## config.mk

```make
export PLATFORM = sky130hd
export DESIGN_NAME = dynamics_compressor_curve
export DESIGN_NICKNAME = d
export VERILOG_FILES = /design/src/curve_pkg.sv /design/src/curve_cfg_if.sv /design/src/knee_curve.sv /design/src/gain_limit.sv /design/src/dynamics_compressor_curve.sv
export SDC_FILE = /design/constraint.sdc
export NUM_CORES = 1
export LEC_CHECK = 0
export BUFFER_PORTS_ARGS = -buffer_cell sky130_fd_sc_hd__buf_2
export CORE_MARGIN = 4
export CORE_UTILIZATION = 60
export DETAILED_ROUTE_END_ITERATION = 6
export GPL_ROUTABILITY_DRIVEN = 0
export HOLD_SLACK_MARGIN = 0.05
export PLACE_DENSITY = 0.8
export SYNTH_ARGS = -nofsm -noshare
export SYNTH_HDL_FRONTEND = slang
export SYNTH_SLANG_ARGS = --single-unit
```

## constraint.sdc

```tcl
create_clock -name pclk -period 15.3 [get_ports pclk]
set_clock_uncertainty 0.2 [all_clocks]
set_input_delay 2.295 -clock pclk [delete_from_list [all_inputs] [get_ports pclk]]
set_output_delay 2.295 -clock pclk [all_outputs]
set_load 0.01 [all_outputs]
```

## src/curve_pkg.sv

```systemverilog
package curve_pkg;
// Functional notes
// above the first knee use the upper slope, below it the lower slope
// gate region with expansion slope exists only while gate_enable (bit 7) is set
// gate off: second-knee fields and expansion ignored, lower slope below knee
// second_knee_output_enable (bit 4) adds a vertical drop before the gate region
// enable clear: second knee sits on the lower-slope line, no drop
// first knee point set by first-knee input and output level fields
// 0 dB output equals knee output minus knee input times upper slope
// compression slope 1 keeps gain, below 1 compresses, 0 holds output constant
// gate slope above 1 expands, slope 1 keeps constant gain
// gate expansion slope bits 7:6 code 1, 2, 4, 8; reset 00
// upper slope bits 5:3: 1 to 1/16, 101 is 0; reset 011
// lower slope bits 2:0: 1 to 1/8, 100 is 0; reset 000
// first-knee input bits 10:5, -0.75 dB per code down to -45 dB
// first-knee output bits 4:0, -0.75 dB per code down to -22.5 dB
// second-knee input bits 9:5, -36 dB minus 1.5 dB per code
// second-knee output bits 4:0, -30 dB minus 1.5 dB per code
// software enables the stage on one path only; path_select 0 record, 1 playback
// gain clamped between floor and ceiling, separate floor in gate region
// software never writes reserved codes; their effect is undefined

  // ****************************************
  // levels: one lsb is 0.75 dB / 16
  // ****************************************
  localparam int LEVEL_W = 16;
  localparam int EXT_W = 20;
  typedef logic signed [LEVEL_W-1:0] level_t;
  typedef logic signed [EXT_W-1:0] ext_t;
  typedef logic [15:0] reg16_t;
  localparam int STEP_SH = 4;
  localparam int STEP2_SH = 5;
  localparam ext_t K2IP_BASE = 20'sh300;
  localparam ext_t K2OP_BASE = 20'sh280;
  localparam ext_t DB6 = 20'sh00080;
  localparam ext_t DB12 = 20'sh00100;
  localparam ext_t DB18 = 20'sh00180;
  localparam ext_t DB24 = 20'sh00200;
  localparam ext_t DB36 = 20'sh00300;
  localparam logic [2:0] HI_ZERO = 3'h5;
  localparam logic [2:0] LO_ZERO = 3'h4;

  // ****************************************
  // register map (word index, byte = 4 x index)
  // ****************************************
  localparam int ADDR_W = 12;
  localparam int WORD_LSB = 2;
  typedef logic [ADDR_W-WORD_LSB-1:0] index_t;
  localparam index_t IDX_CTRL = 10'h114;
  localparam index_t IDX_LIMIT = 10'h115;
  localparam index_t IDX_SLOPE = 10'h116;
  localparam index_t IDX_KNEE1 = 10'h117;
  localparam index_t IDX_KNEE2 = 10'h118;
  localparam index_t IDX_STATUS = 10'h119;
  localparam index_t IDX_COUNT = 10'h11a;
  localparam index_t IDX_CLAMP = 10'h11b;
  localparam int ENA_B = 0, PATH_B = 1, K2OP_EN_B = 4, GATE_EN_B = 7;
  localparam int MAXG_L = 0, MING_L = 2, NGMIN_L = 12;
  localparam int LO_L = 0, HI_L = 3, EXP_L = 6;
  localparam int K1OP_L = 0, K1IP_L = 5, K2OP_L = 0, K2IP_L = 5;
  localparam int STAT_GATE_B = 31, STAT_ENA_B = 30, STAT_PATH_B = 29;
  localparam int CNT_HI_L = 16;
  localparam reg16_t CTRL_RST = 16'h0000, CTRL_WMASK = 16'h0093;
  localparam reg16_t LIMIT_RST = 16'h0005, LIMIT_WMASK = 16'h001f;
  localparam reg16_t SLOPE_RST = 16'h0018, SLOPE_WMASK = 16'hf0ff;
  localparam reg16_t KNEE1_RST = 16'h0000, KNEE1_WMASK = 16'h07ff;
  localparam reg16_t KNEE2_RST = 16'h0000, KNEE2_WMASK = 16'h03ff;
endpackage

```

## src/curve_cfg_if.sv

```systemverilog
`timescale 1ns/100ps
// curve and limit settings from the register file to the two stages
interface curve_cfg_if;
  logic [5:0] k1ip;
  logic [4:0] k1op, k2ip, k2op;
  logic [2:0] hi, lo, ming;
  logic [1:0] ex, maxg;
  logic [3:0] ngmin;
  logic gate_en, k2op_en;
  modport ctrl(output k1ip, k1op, k2ip, k2op, hi, lo, ex, gate_en, k2op_en, ming, maxg, ngmin);
  modport curve(input k1ip, k1op, k2ip, k2op, hi, lo, ex, gate_en, k2op_en);
  modport limit(input ming, maxg, ngmin);
endinterface // curve_cfg_if

```

## src/knee_curve.sv

```systemverilog
`timescale 1ns/100ps
module knee_curve (
  // clock and reset
  input logic pclk,
  input logic presetn,
  // settings
  curve_cfg_if.curve cfg,
  // measured level
  input logic in_valid,
  input curve_pkg::level_t in_level,
  // curve point
  output logic out_valid,
  output curve_pkg::ext_t out_x,
  output curve_pkg::ext_t out_y,
  output logic out_gate
);
  import curve_pkg::*;

  typedef struct packed {
    logic valid;
    ext_t x;
    ext_t y;
    logic gate;
  } state_t;
  state_t s_r, s_nxt;

  // slope n means 1/2^n; the zero code flattens the segment
  function automatic ext_t compress(ext_t d, logic [2:0] c, logic [2:0] zero_code);
    if (c == zero_code) return '0;
    return d >>> c;
  endfunction

  // knee points, then the segment the level falls in
  always_comb begin
    ext_t k1i, k1o, k2i, k2o, knee2_y;
    k1i = -(ext_t'(cfg.k1ip) <<< STEP_SH);
    k1o = -(ext_t'(cfg.k1op) <<< STEP_SH);
    k2i = -K2IP_BASE - (ext_t'(cfg.k2ip) <<< STEP2_SH);
    k2o = -K2OP_BASE - (ext_t'(cfg.k2op) <<< STEP2_SH);
    knee2_y = cfg.k2op_en ? k2o : k1o + compress(k2i - k1i, cfg.lo, LO_ZERO);
    s_nxt.valid = in_valid;
    s_nxt.x = ext_t'(in_level);
    s_nxt.gate = 1'b0;
    // a 0 dB level lands on k1o - k1i*upper slope by construction
    if (s_nxt.x >= k1i) begin
      s_nxt.y = k1o + compress(s_nxt.x - k1i, cfg.hi, HI_ZERO);
    end else if (!cfg.gate_en || s_nxt.x >= k2i) begin
      s_nxt.y = k1o + compress(s_nxt.x - k1i, cfg.lo, LO_ZERO);
    end else begin
      s_nxt.y = knee2_y + ((s_nxt.x - k2i) <<< cfg.ex);
      s_nxt.gate = 1'b1;
    end
  end

  // one pipeline stage
  always_ff @(posedge pclk or negedge presetn) begin
    if (!presetn) begin
      s_r <= '0;
    end else begin
      s_r <= s_nxt;
    end
  end

  assign out_valid = s_r.valid;
  assign out_x = s_r.x;
  assign out_y = s_r.y;
  assign out_gate = s_r.gate;
endmodule // knee_curve

```

## src/gain_limit.sv

```systemverilog
`timescale 1ns/100ps
module gain_limit (
  // clock and reset
  input logic pclk,
  input logic presetn,
  // settings
  curve_cfg_if.limit cfg,
  // curve point
  input logic in_valid,
  input curve_pkg::ext_t in_x,
  input curve_pkg::ext_t in_y,
  input logic in_gate,
  // limited gain
  output logic out_valid,
  output curve_pkg::level_t out_gain,
  output curve_pkg::level_t out_target,
  output logic out_gate,
  output logic out_clamped
);
  import curve_pkg::*;

  typedef struct packed {
    logic valid;
    level_t gain;
    level_t target;
    logic gate;
    logic clamped;
  } state_t;
  state_t s_r, s_nxt;

  // floor from the region, ceiling applied last so it always holds
  always_comb begin
    ext_t g, fl, ce;
    g = in_y - in_x;
    case (cfg.ming)
      3'h0: fl = '0;
      3'h1: fl = -DB12;
      3'h2: fl = -DB18;
      3'h3: fl = -DB24;
      default: fl = -DB36;
    endcase
    if (in_gate) fl = ext_t'(ext_t'(cfg.ngmin) * DB6) - DB36;
    case (cfg.maxg)
      2'h0: ce = DB12;
      2'h1: ce = DB18;
      2'h2: ce = DB24;
      default: ce = DB36;
    endcase
    s_nxt.clamped = 1'b0;
    if (g < fl) begin
      g = fl;
      s_nxt.clamped = 1'b1;
    end
    if (g > ce) begin
      g = ce;
      s_nxt.clamped = 1'b1;
    end
    s_nxt.valid = in_valid;
    s_nxt.gate = in_gate;
    s_nxt.gain = g[LEVEL_W-1:0];
    s_nxt.target = level_t'(in_x + g);
  end

  // one pipeline stage
  always_ff @(posedge pclk or negedge presetn) begin
    if (!presetn) begin
      s_r <= '0;
    end else begin
      s_r <= s_nxt;
    end
  end

  assign out_valid = s_r.valid;
  assign out_gain = s_r.gain;
  assign out_target = s_r.target;
  assign out_gate = s_r.gate;
  assign out_clamped = s_r.clamped;
endmodule // gain_limit

```

## src/dynamics_compressor_curve.sv

```systemverilog
`timescale 1ns/100ps
module dynamics_compressor_curve (
  // clock and reset
  input logic pclk,
  input logic presetn,
  // apb slave
  input logic psel,
  input logic penable,
  input logic pwrite,
  input logic [curve_pkg::ADDR_W-1:0] paddr,
  input logic [31:0] pwdata,
  output logic [31:0] prdata,
  output logic pready,
  output logic pslverr,
  // record path level
  input logic rec_valid,
  input curve_pkg::level_t rec_level,
  // playback path level
  input logic play_valid,
  input curve_pkg::level_t play_level,
  // gain result
  output logic gain_valid,
  output curve_pkg::level_t gain_level,
  output curve_pkg::level_t target_level,
  output logic gate_active
);
  import curve_pkg::*;

  // ****************************************
  // state
  // ****************************************
  typedef struct packed {
    logic pready_r;
    logic pslverr_r;
    logic [31:0] prdata_r;
    reg16_t ctrl_r;
    reg16_t limit_r;
    reg16_t slope_r;
    reg16_t knee1_r;
    reg16_t knee2_r;
    logic in_valid_r;
    level_t in_level_r;
    logic gain_valid_r;
    level_t gain_r;
    level_t target_r;
    logic gate_r;
    logic [15:0] sample_cnt_r;
    logic [15:0] gate_cnt_r;
    logic [15:0] clamp_cnt_r;
  } state_t;

  localparam state_t STATE_RST = '{
    pready_r: 1'b0,
    pslverr_r: 1'b0,
    prdata_r: 32'h0,
    ctrl_r: CTRL_RST,
    limit_r: LIMIT_RST,
    slope_r: SLOPE_RST,
    knee1_r: KNEE1_RST,
    knee2_r: KNEE2_RST,
    in_valid_r: 1'b0,
    in_level_r: '0,
    gain_valid_r: 1'b0,
    gain_r: '0,
    target_r: '0,
    gate_r: 1'b0,
    sample_cnt_r: 16'h0,
    gate_cnt_r: 16'h0,
    clamp_cnt_r: 16'h0
  };

  state_t s_r, s_nxt;

  // ****************************************
  // pipeline stages
  // ****************************************
  curve_cfg_if cif();

  logic cv_valid;
  ext_t cv_x;
  ext_t cv_y;
  logic cv_gate;
  logic lim_valid;
  level_t lim_gain;
  level_t lim_target;
  logic lim_gate;
  logic lim_clamped;

  // settings fan out straight from the registers
  assign cif.gate_en = s_r.ctrl_r[GATE_EN_B];
  assign cif.k2op_en = s_r.ctrl_r[K2OP_EN_B];
  assign cif.ex = s_r.slope_r[EXP_L +: 2];
  assign cif.hi = s_r.slope_r[HI_L +: 3];
  assign cif.lo = s_r.slope_r[LO_L +: 3];
  assign cif.ngmin = s_r.slope_r[NGMIN_L +: 4];
  assign cif.k1ip = s_r.knee1_r[K1IP_L +: 6];
  assign cif.k1op = s_r.knee1_r[K1OP_L +: 5];
  assign cif.k2ip = s_r.knee2_r[K2IP_L +: 5];
  assign cif.k2op = s_r.knee2_r[K2OP_L +: 5];
  assign cif.ming = s_r.limit_r[MING_L +: 3];
  assign cif.maxg = s_r.limit_r[MAXG_L +: 2];

  // level to curve point
  knee_curve u_curve (
    .pclk(pclk),
    .presetn(presetn),
    .cfg(cif.curve),
    .in_valid(s_r.in_valid_r),
    .in_level(s_r.in_level_r),
    .out_valid(cv_valid),
    .out_x(cv_x),
    .out_y(cv_y),
    .out_gate(cv_gate)
  );

  // curve point to limited gain
  gain_limit u_limit (
    .pclk(pclk),
    .presetn(presetn),
    .cfg(cif.limit),
    .in_valid(cv_valid),
    .in_x(cv_x),
    .in_y(cv_y),
    .in_gate(cv_gate),
    .out_valid(lim_valid),
    .out_gain(lim_gain),
    .out_target(lim_target),
    .out_gate(lim_gate),
    .out_clamped(lim_clamped)
  );

  // ****************************************
  // next state
  // ****************************************
  always_comb begin
    index_t idx;
    logic setup;
    logic wr_done;
    logic hit;
    logic clr_cnt;
    logic clr_clamp;
    logic path;
    logic [31:0] rd;
    s_nxt = s_r;
    idx = paddr[ADDR_W-1:WORD_LSB];
    setup = psel & ~penable;
    // the write lands on the edge where the master sees pready
    wr_done = psel & penable & s_r.pready_r & pwrite;
    clr_cnt = 1'b0;
    clr_clamp = 1'b0;
    hit = 1'b1;
    rd = 32'h0;
    path = s_r.ctrl_r[PATH_B];

    // read word for the addressed register
    case (idx)
      IDX_CTRL: rd[15:0] = s_r.ctrl_r;
      IDX_LIMIT: rd[15:0] = s_r.limit_r;
      IDX_SLOPE: rd[15:0] = s_r.slope_r;
      IDX_KNEE1: rd[15:0] = s_r.knee1_r;
      IDX_KNEE2: rd[15:0] = s_r.knee2_r;
      IDX_STATUS: begin
        rd[LEVEL_W-1:0] = s_r.gain_r;
        rd[STAT_GATE_B] = s_r.gate_r;
        rd[STAT_ENA_B] = s_r.ctrl_r[ENA_B];
        rd[STAT_PATH_B] = s_r.ctrl_r[PATH_B];
      end
      IDX_COUNT: rd = {s_r.gate_cnt_r, s_r.sample_cnt_r};
      IDX_CLAMP: rd = {s_r.target_r, s_r.clamp_cnt_r};
      default: hit = 1'b0;
    endcase

    // answer is registered in setup, so every access has one wait-free cycle
    s_nxt.pready_r = setup;
    s_nxt.pslverr_r = setup & ~hit;
    s_nxt.prdata_r = (setup & ~pwrite) ? rd : 32'h0;

    // register writes; reserved bits are kept at zero by the masks
    if (wr_done) begin
      case (idx)
        IDX_CTRL: s_nxt.ctrl_r = pwdata[15:0] & CTRL_WMASK;
        IDX_LIMIT: s_nxt.limit_r = pwdata[15:0] & LIMIT_WMASK;
        IDX_SLOPE: s_nxt.slope_r = pwdata[15:0] & SLOPE_WMASK;
        IDX_KNEE1: s_nxt.knee1_r = pwdata[15:0] & KNEE1_WMASK;
        IDX_KNEE2: s_nxt.knee2_r = pwdata[15:0] & KNEE2_WMASK;
        IDX_COUNT: clr_cnt = 1'b1;
        IDX_CLAMP: clr_clamp = 1'b1;
        default: clr_cnt = 1'b0;
      endcase
    end

    // one path feeds the curve; software keeps the other idle
    s_nxt.in_valid_r = s_r.ctrl_r[ENA_B] & (path ? play_valid : rec_valid);
    if (s_nxt.in_valid_r) begin
      s_nxt.in_level_r = path ? play_level : rec_level;
    end

    // result registers hold the last gain between samples
    s_nxt.gain_valid_r = lim_valid;
    if (lim_valid) begin
      s_nxt.gain_r = lim_gain;
      s_nxt.target_r = lim_target;
      s_nxt.gate_r = lim_gate;
    end

    // counters: a sample in the clearing cycle still counts
    s_nxt.sample_cnt_r = (clr_cnt ? 16'h0 : s_r.sample_cnt_r) + {15'h0, lim_valid};
    s_nxt.gate_cnt_r = (clr_cnt ? 16'h0 : s_r.gate_cnt_r) + {15'h0, lim_valid & lim_gate};
    s_nxt.clamp_cnt_r = (clr_clamp ? 16'h0 : s_r.clamp_cnt_r) + {15'h0, lim_valid & lim_clamped};
  end

  // ****************************************
  // registers
  // ****************************************
  always_ff @(posedge pclk or negedge presetn) begin
    if (!presetn) begin
      s_r <= STATE_RST;
    end else begin
      s_r <= s_nxt;
    end
  end

  // outputs straight from flops
  assign prdata = s_r.prdata_r;
  assign pready = s_r.pready_r;
  assign pslverr = s_r.pslverr_r;
  assign gain_valid = s_r.gain_valid_r;
  assign gain_level = s_r.gain_r;
  assign target_level = s_r.target_r;
  assign gate_active = s_r.gate_r;
endmodule // dynamics_compressor_curve

```

==> results.toml <==
[floorplan]
die_h_um = 190
die_w_um = 190
initial_core_util = 0.609
dieArea_um2 = 36000
fp-row-count = 66
io_pins = 151
core_area_um2 = 32500

[clock_network]
clockRootBuffer = "clkbuf_16"
clkLatencyLatePin_ns = 0.55
hold_buffers = 0
clkSlewWorstSetupHoldPaths_ns = 0.06
post_cts_buffers = 0
cts-buffers-inserted = 26
cts_tree = "yes"
cts_max_path_buffers = 3
cts.sinks = 248
cts_resized = 0
htree_levels = 1

[logic_synthesis]
ys_warn_count = 0
synthMostInstantiatedCell = "dfrtp_1"
synth_cells = 2284
syn_area_per_cell_um2 = 8.67
synth-seq-cells = 248
ys_types = 90
synth_seq_area_share = 0.313
synth_top_area_frac = 0.308
synth_area_leaders = "dfrtp_1 31%, ha_1 9.8%, mux2_2 4.3%, o21ai_0 4.1%, xnor2_1 4.1%"
synth_edf_count = 0
synthesis.area_um2 = 19800
synth.net_count = 2529
yosysTopAreaCell = "dfrtp_1"
synth_commonest_cells = "244 x dfrtp_1, 205 x nand2_1, 197 x nor2_1"
synthArstFlopShare = 1.00
synthFlopType = "dfrtp_1"

[grt]
antenna_found_initial = 0
grt_pass1_wl_um = 89300
grt_overflow = 0
grt_max_degree = 97
grt_pass1_vias = 16600
grt_usage = 0.307

[setup_path]
critical_path_class = "register to register"
cp_top_family = "compound AO/OA/AOI/OAI gates"
cp_common_cell = "o21ai_0"
critical_path.slowest_cell = "fa_1"
cp.required_ns = 15.50
crit_path_max_incr_delay_ns = 0.41
crit_arrival_ns = 10.00
crit_fanout = 20
critPathBufInv = 4
critPathCaptureType = "register"
startpoint_type = "register"

[timing]
setup_tns_ns = 0
worst_slew_pin_slew_ns = 1.16
setup_viol = 0
final_max_slew_viol_count = 0
rsz0062_at_grt = "no"
setup_ws_ns = 5.50
fin_crit_sh = 0.640
slew-limit-headroom = 0.228
fmax_mhz = 102
holdWs_ns = 0.148
fin_crit_ns = 9.80
hold_viol_final = 0

[power_and_ir_drop]
powerDensity_nw_per_um2 = 75.3
peakVddDrop_uv = 66.6
leakagePower_nw = 9.69

[detailed_routing]
via_count = 17800
ant_nets = 0
routed_wl_um = 57300
drt_iter0_markers = 2368
dr.pass1.iters = 7
wl_per_cell_um = 20.7
viasPerCell = 6.43
drc = 0

[place]
dp_cells = 2714
dp_slack_ns = 5.66
port_buffers = 131
dp_hpwl_um = 43700

[hold_path]
hp-class = "register to register"

[layout]
n_antenna_cell = 0
fillCellCount = 2621
utilization = 0.653
fin_cells = 2762
nets = 2545
drive_gt1_frac = 0.137
area_delta_synth_final_pct = 7.27

[outcome]
outcome = "completed"

[flow_run]
drv_cap = 0
[power breakdown]
group          switching, mW  internal (mW)
combinational          0.146         0.0931
clock                  0.269          0.384
sequential            0.0160          0.691
total                  0.432           1.17
[layer usage]
metal | vias up | GRT usage | share of wire
met3 | 223 | 0.0428 | 0.086
met5 | - | 0 | 0
met4 | 0 | 0.168 | 0.066
met1 | 8312 | 0.394 | 0.39
li1 | 8168 | - | -
met2 | 1056 | 0.504 | 0.46
[path summary, 6_finish.rpt]
kind | startpoint | endpoint | slack (ns) | depth (start not counted)
min | u_curve.out_valid | u_limit.out_valid | 0.15 | 0
max in group asynchronous | presetn | gain_level[2] | 11.73 | 2
max reg2reg | u_curve.out_y[0] | u_limit.out_target[14] | 5.50 | 45
min in group asynchronous | presetn | s_r[25] | 1.57 | 1
max | u_curve.out_y[0] | u_limit.out_target[14] | 5.50 | 45
min reg2reg | u_curve.out_valid | u_limit.out_valid | 0.15 | 0
[cell usage in the layout, fill, tap and decap left out, types with 15 or more instances in the layout]
cell type,count
clkbuf_16,26
nor2_1,195
mux2i_1,67
and3_1,17
mux2_2,76
nor2b_1,35
a21oi_1,150
o21a_1,21
xor2_1,63
a21o_1,35
nand2b_1,25
a22oi_1,33
nand2_1,205
buf_4,22
nand3_1,45
nor3_1,53
buf_2,130
ha_1,155
and2_1,19
o21ai_0,162
a31oi_1,18
inv_1,113
o21bai_1,16
a221oi_1,15
nand4_1,19
dfrtp_1,244
xnor2_1,92
[worst reg2reg max path, delay by kind of cell, from the launching register on]
kind,cells,cell delay (ns)
adders and majority gates,6,1.82
DFF,1,0.37
muxes,3,0.52
xor gates and xnor gates,1,0.27
AOI/OAI and AO/OA,25,5.32
and+or+nand+nor,6,0.77
buffers and inverters,4,0.38
[sequential cells by signal, summed over array words and instances (netlist names), 2 cells and up]
name,flops
prdata,32
cif.ming,3
u_limit.out_target,16
cif.ngmin,4
s_r,67
cif.k2ip,5
gain_level,16
cif.ex,2
cif.maxg,2
cif.lo,3
u_curve.out_x,16
u_limit.out_gain,16
cif.hi,3
cif.k1op,5
cif.k1ip,6
cif.k2op,5
target_level,16
u_curve.out_y,20
[logic make-up (layout without fill, tap and decap cells)]
group | after synthesis | count (layout) | share of synthesized area
fa+ha+maj | 162 | 162 | 0.105
simple gates | 676 | 676 | 0.160
buf+inv | 282 | 318 | 0.0661
flops | 248 | 248 | 0.313
compound gates | 611 | 611 | 0.202
xor+xnor | 155 | 155 | 0.0685
mux | 150 | 150 | 0.0850
[layout make-up]
class | count | area [µm²] | share of cell area
sequential | 248 | 6210 | 0.292
clock buffer | 34 | 711 | 0.0334
clock inverter | 14 | 196 | 0.00924
tap | 442 | 553 | 0.0260
inverter | 117 | 439 | 0.0207
timing repair buffer | 153 | 831 | 0.0391
multi-input combinational | 1754 | 12300 | 0.579
[metrics by stage]
stage	cell area [µm²]	total power, mW
floorplan	19800	0.879
global placement	20300	0.943
detailed placement	20300	0.953
CTS	21300	1.60
global route	21300	1.66
finish	21300	1.60
Power figures use the tool's default switching activity.
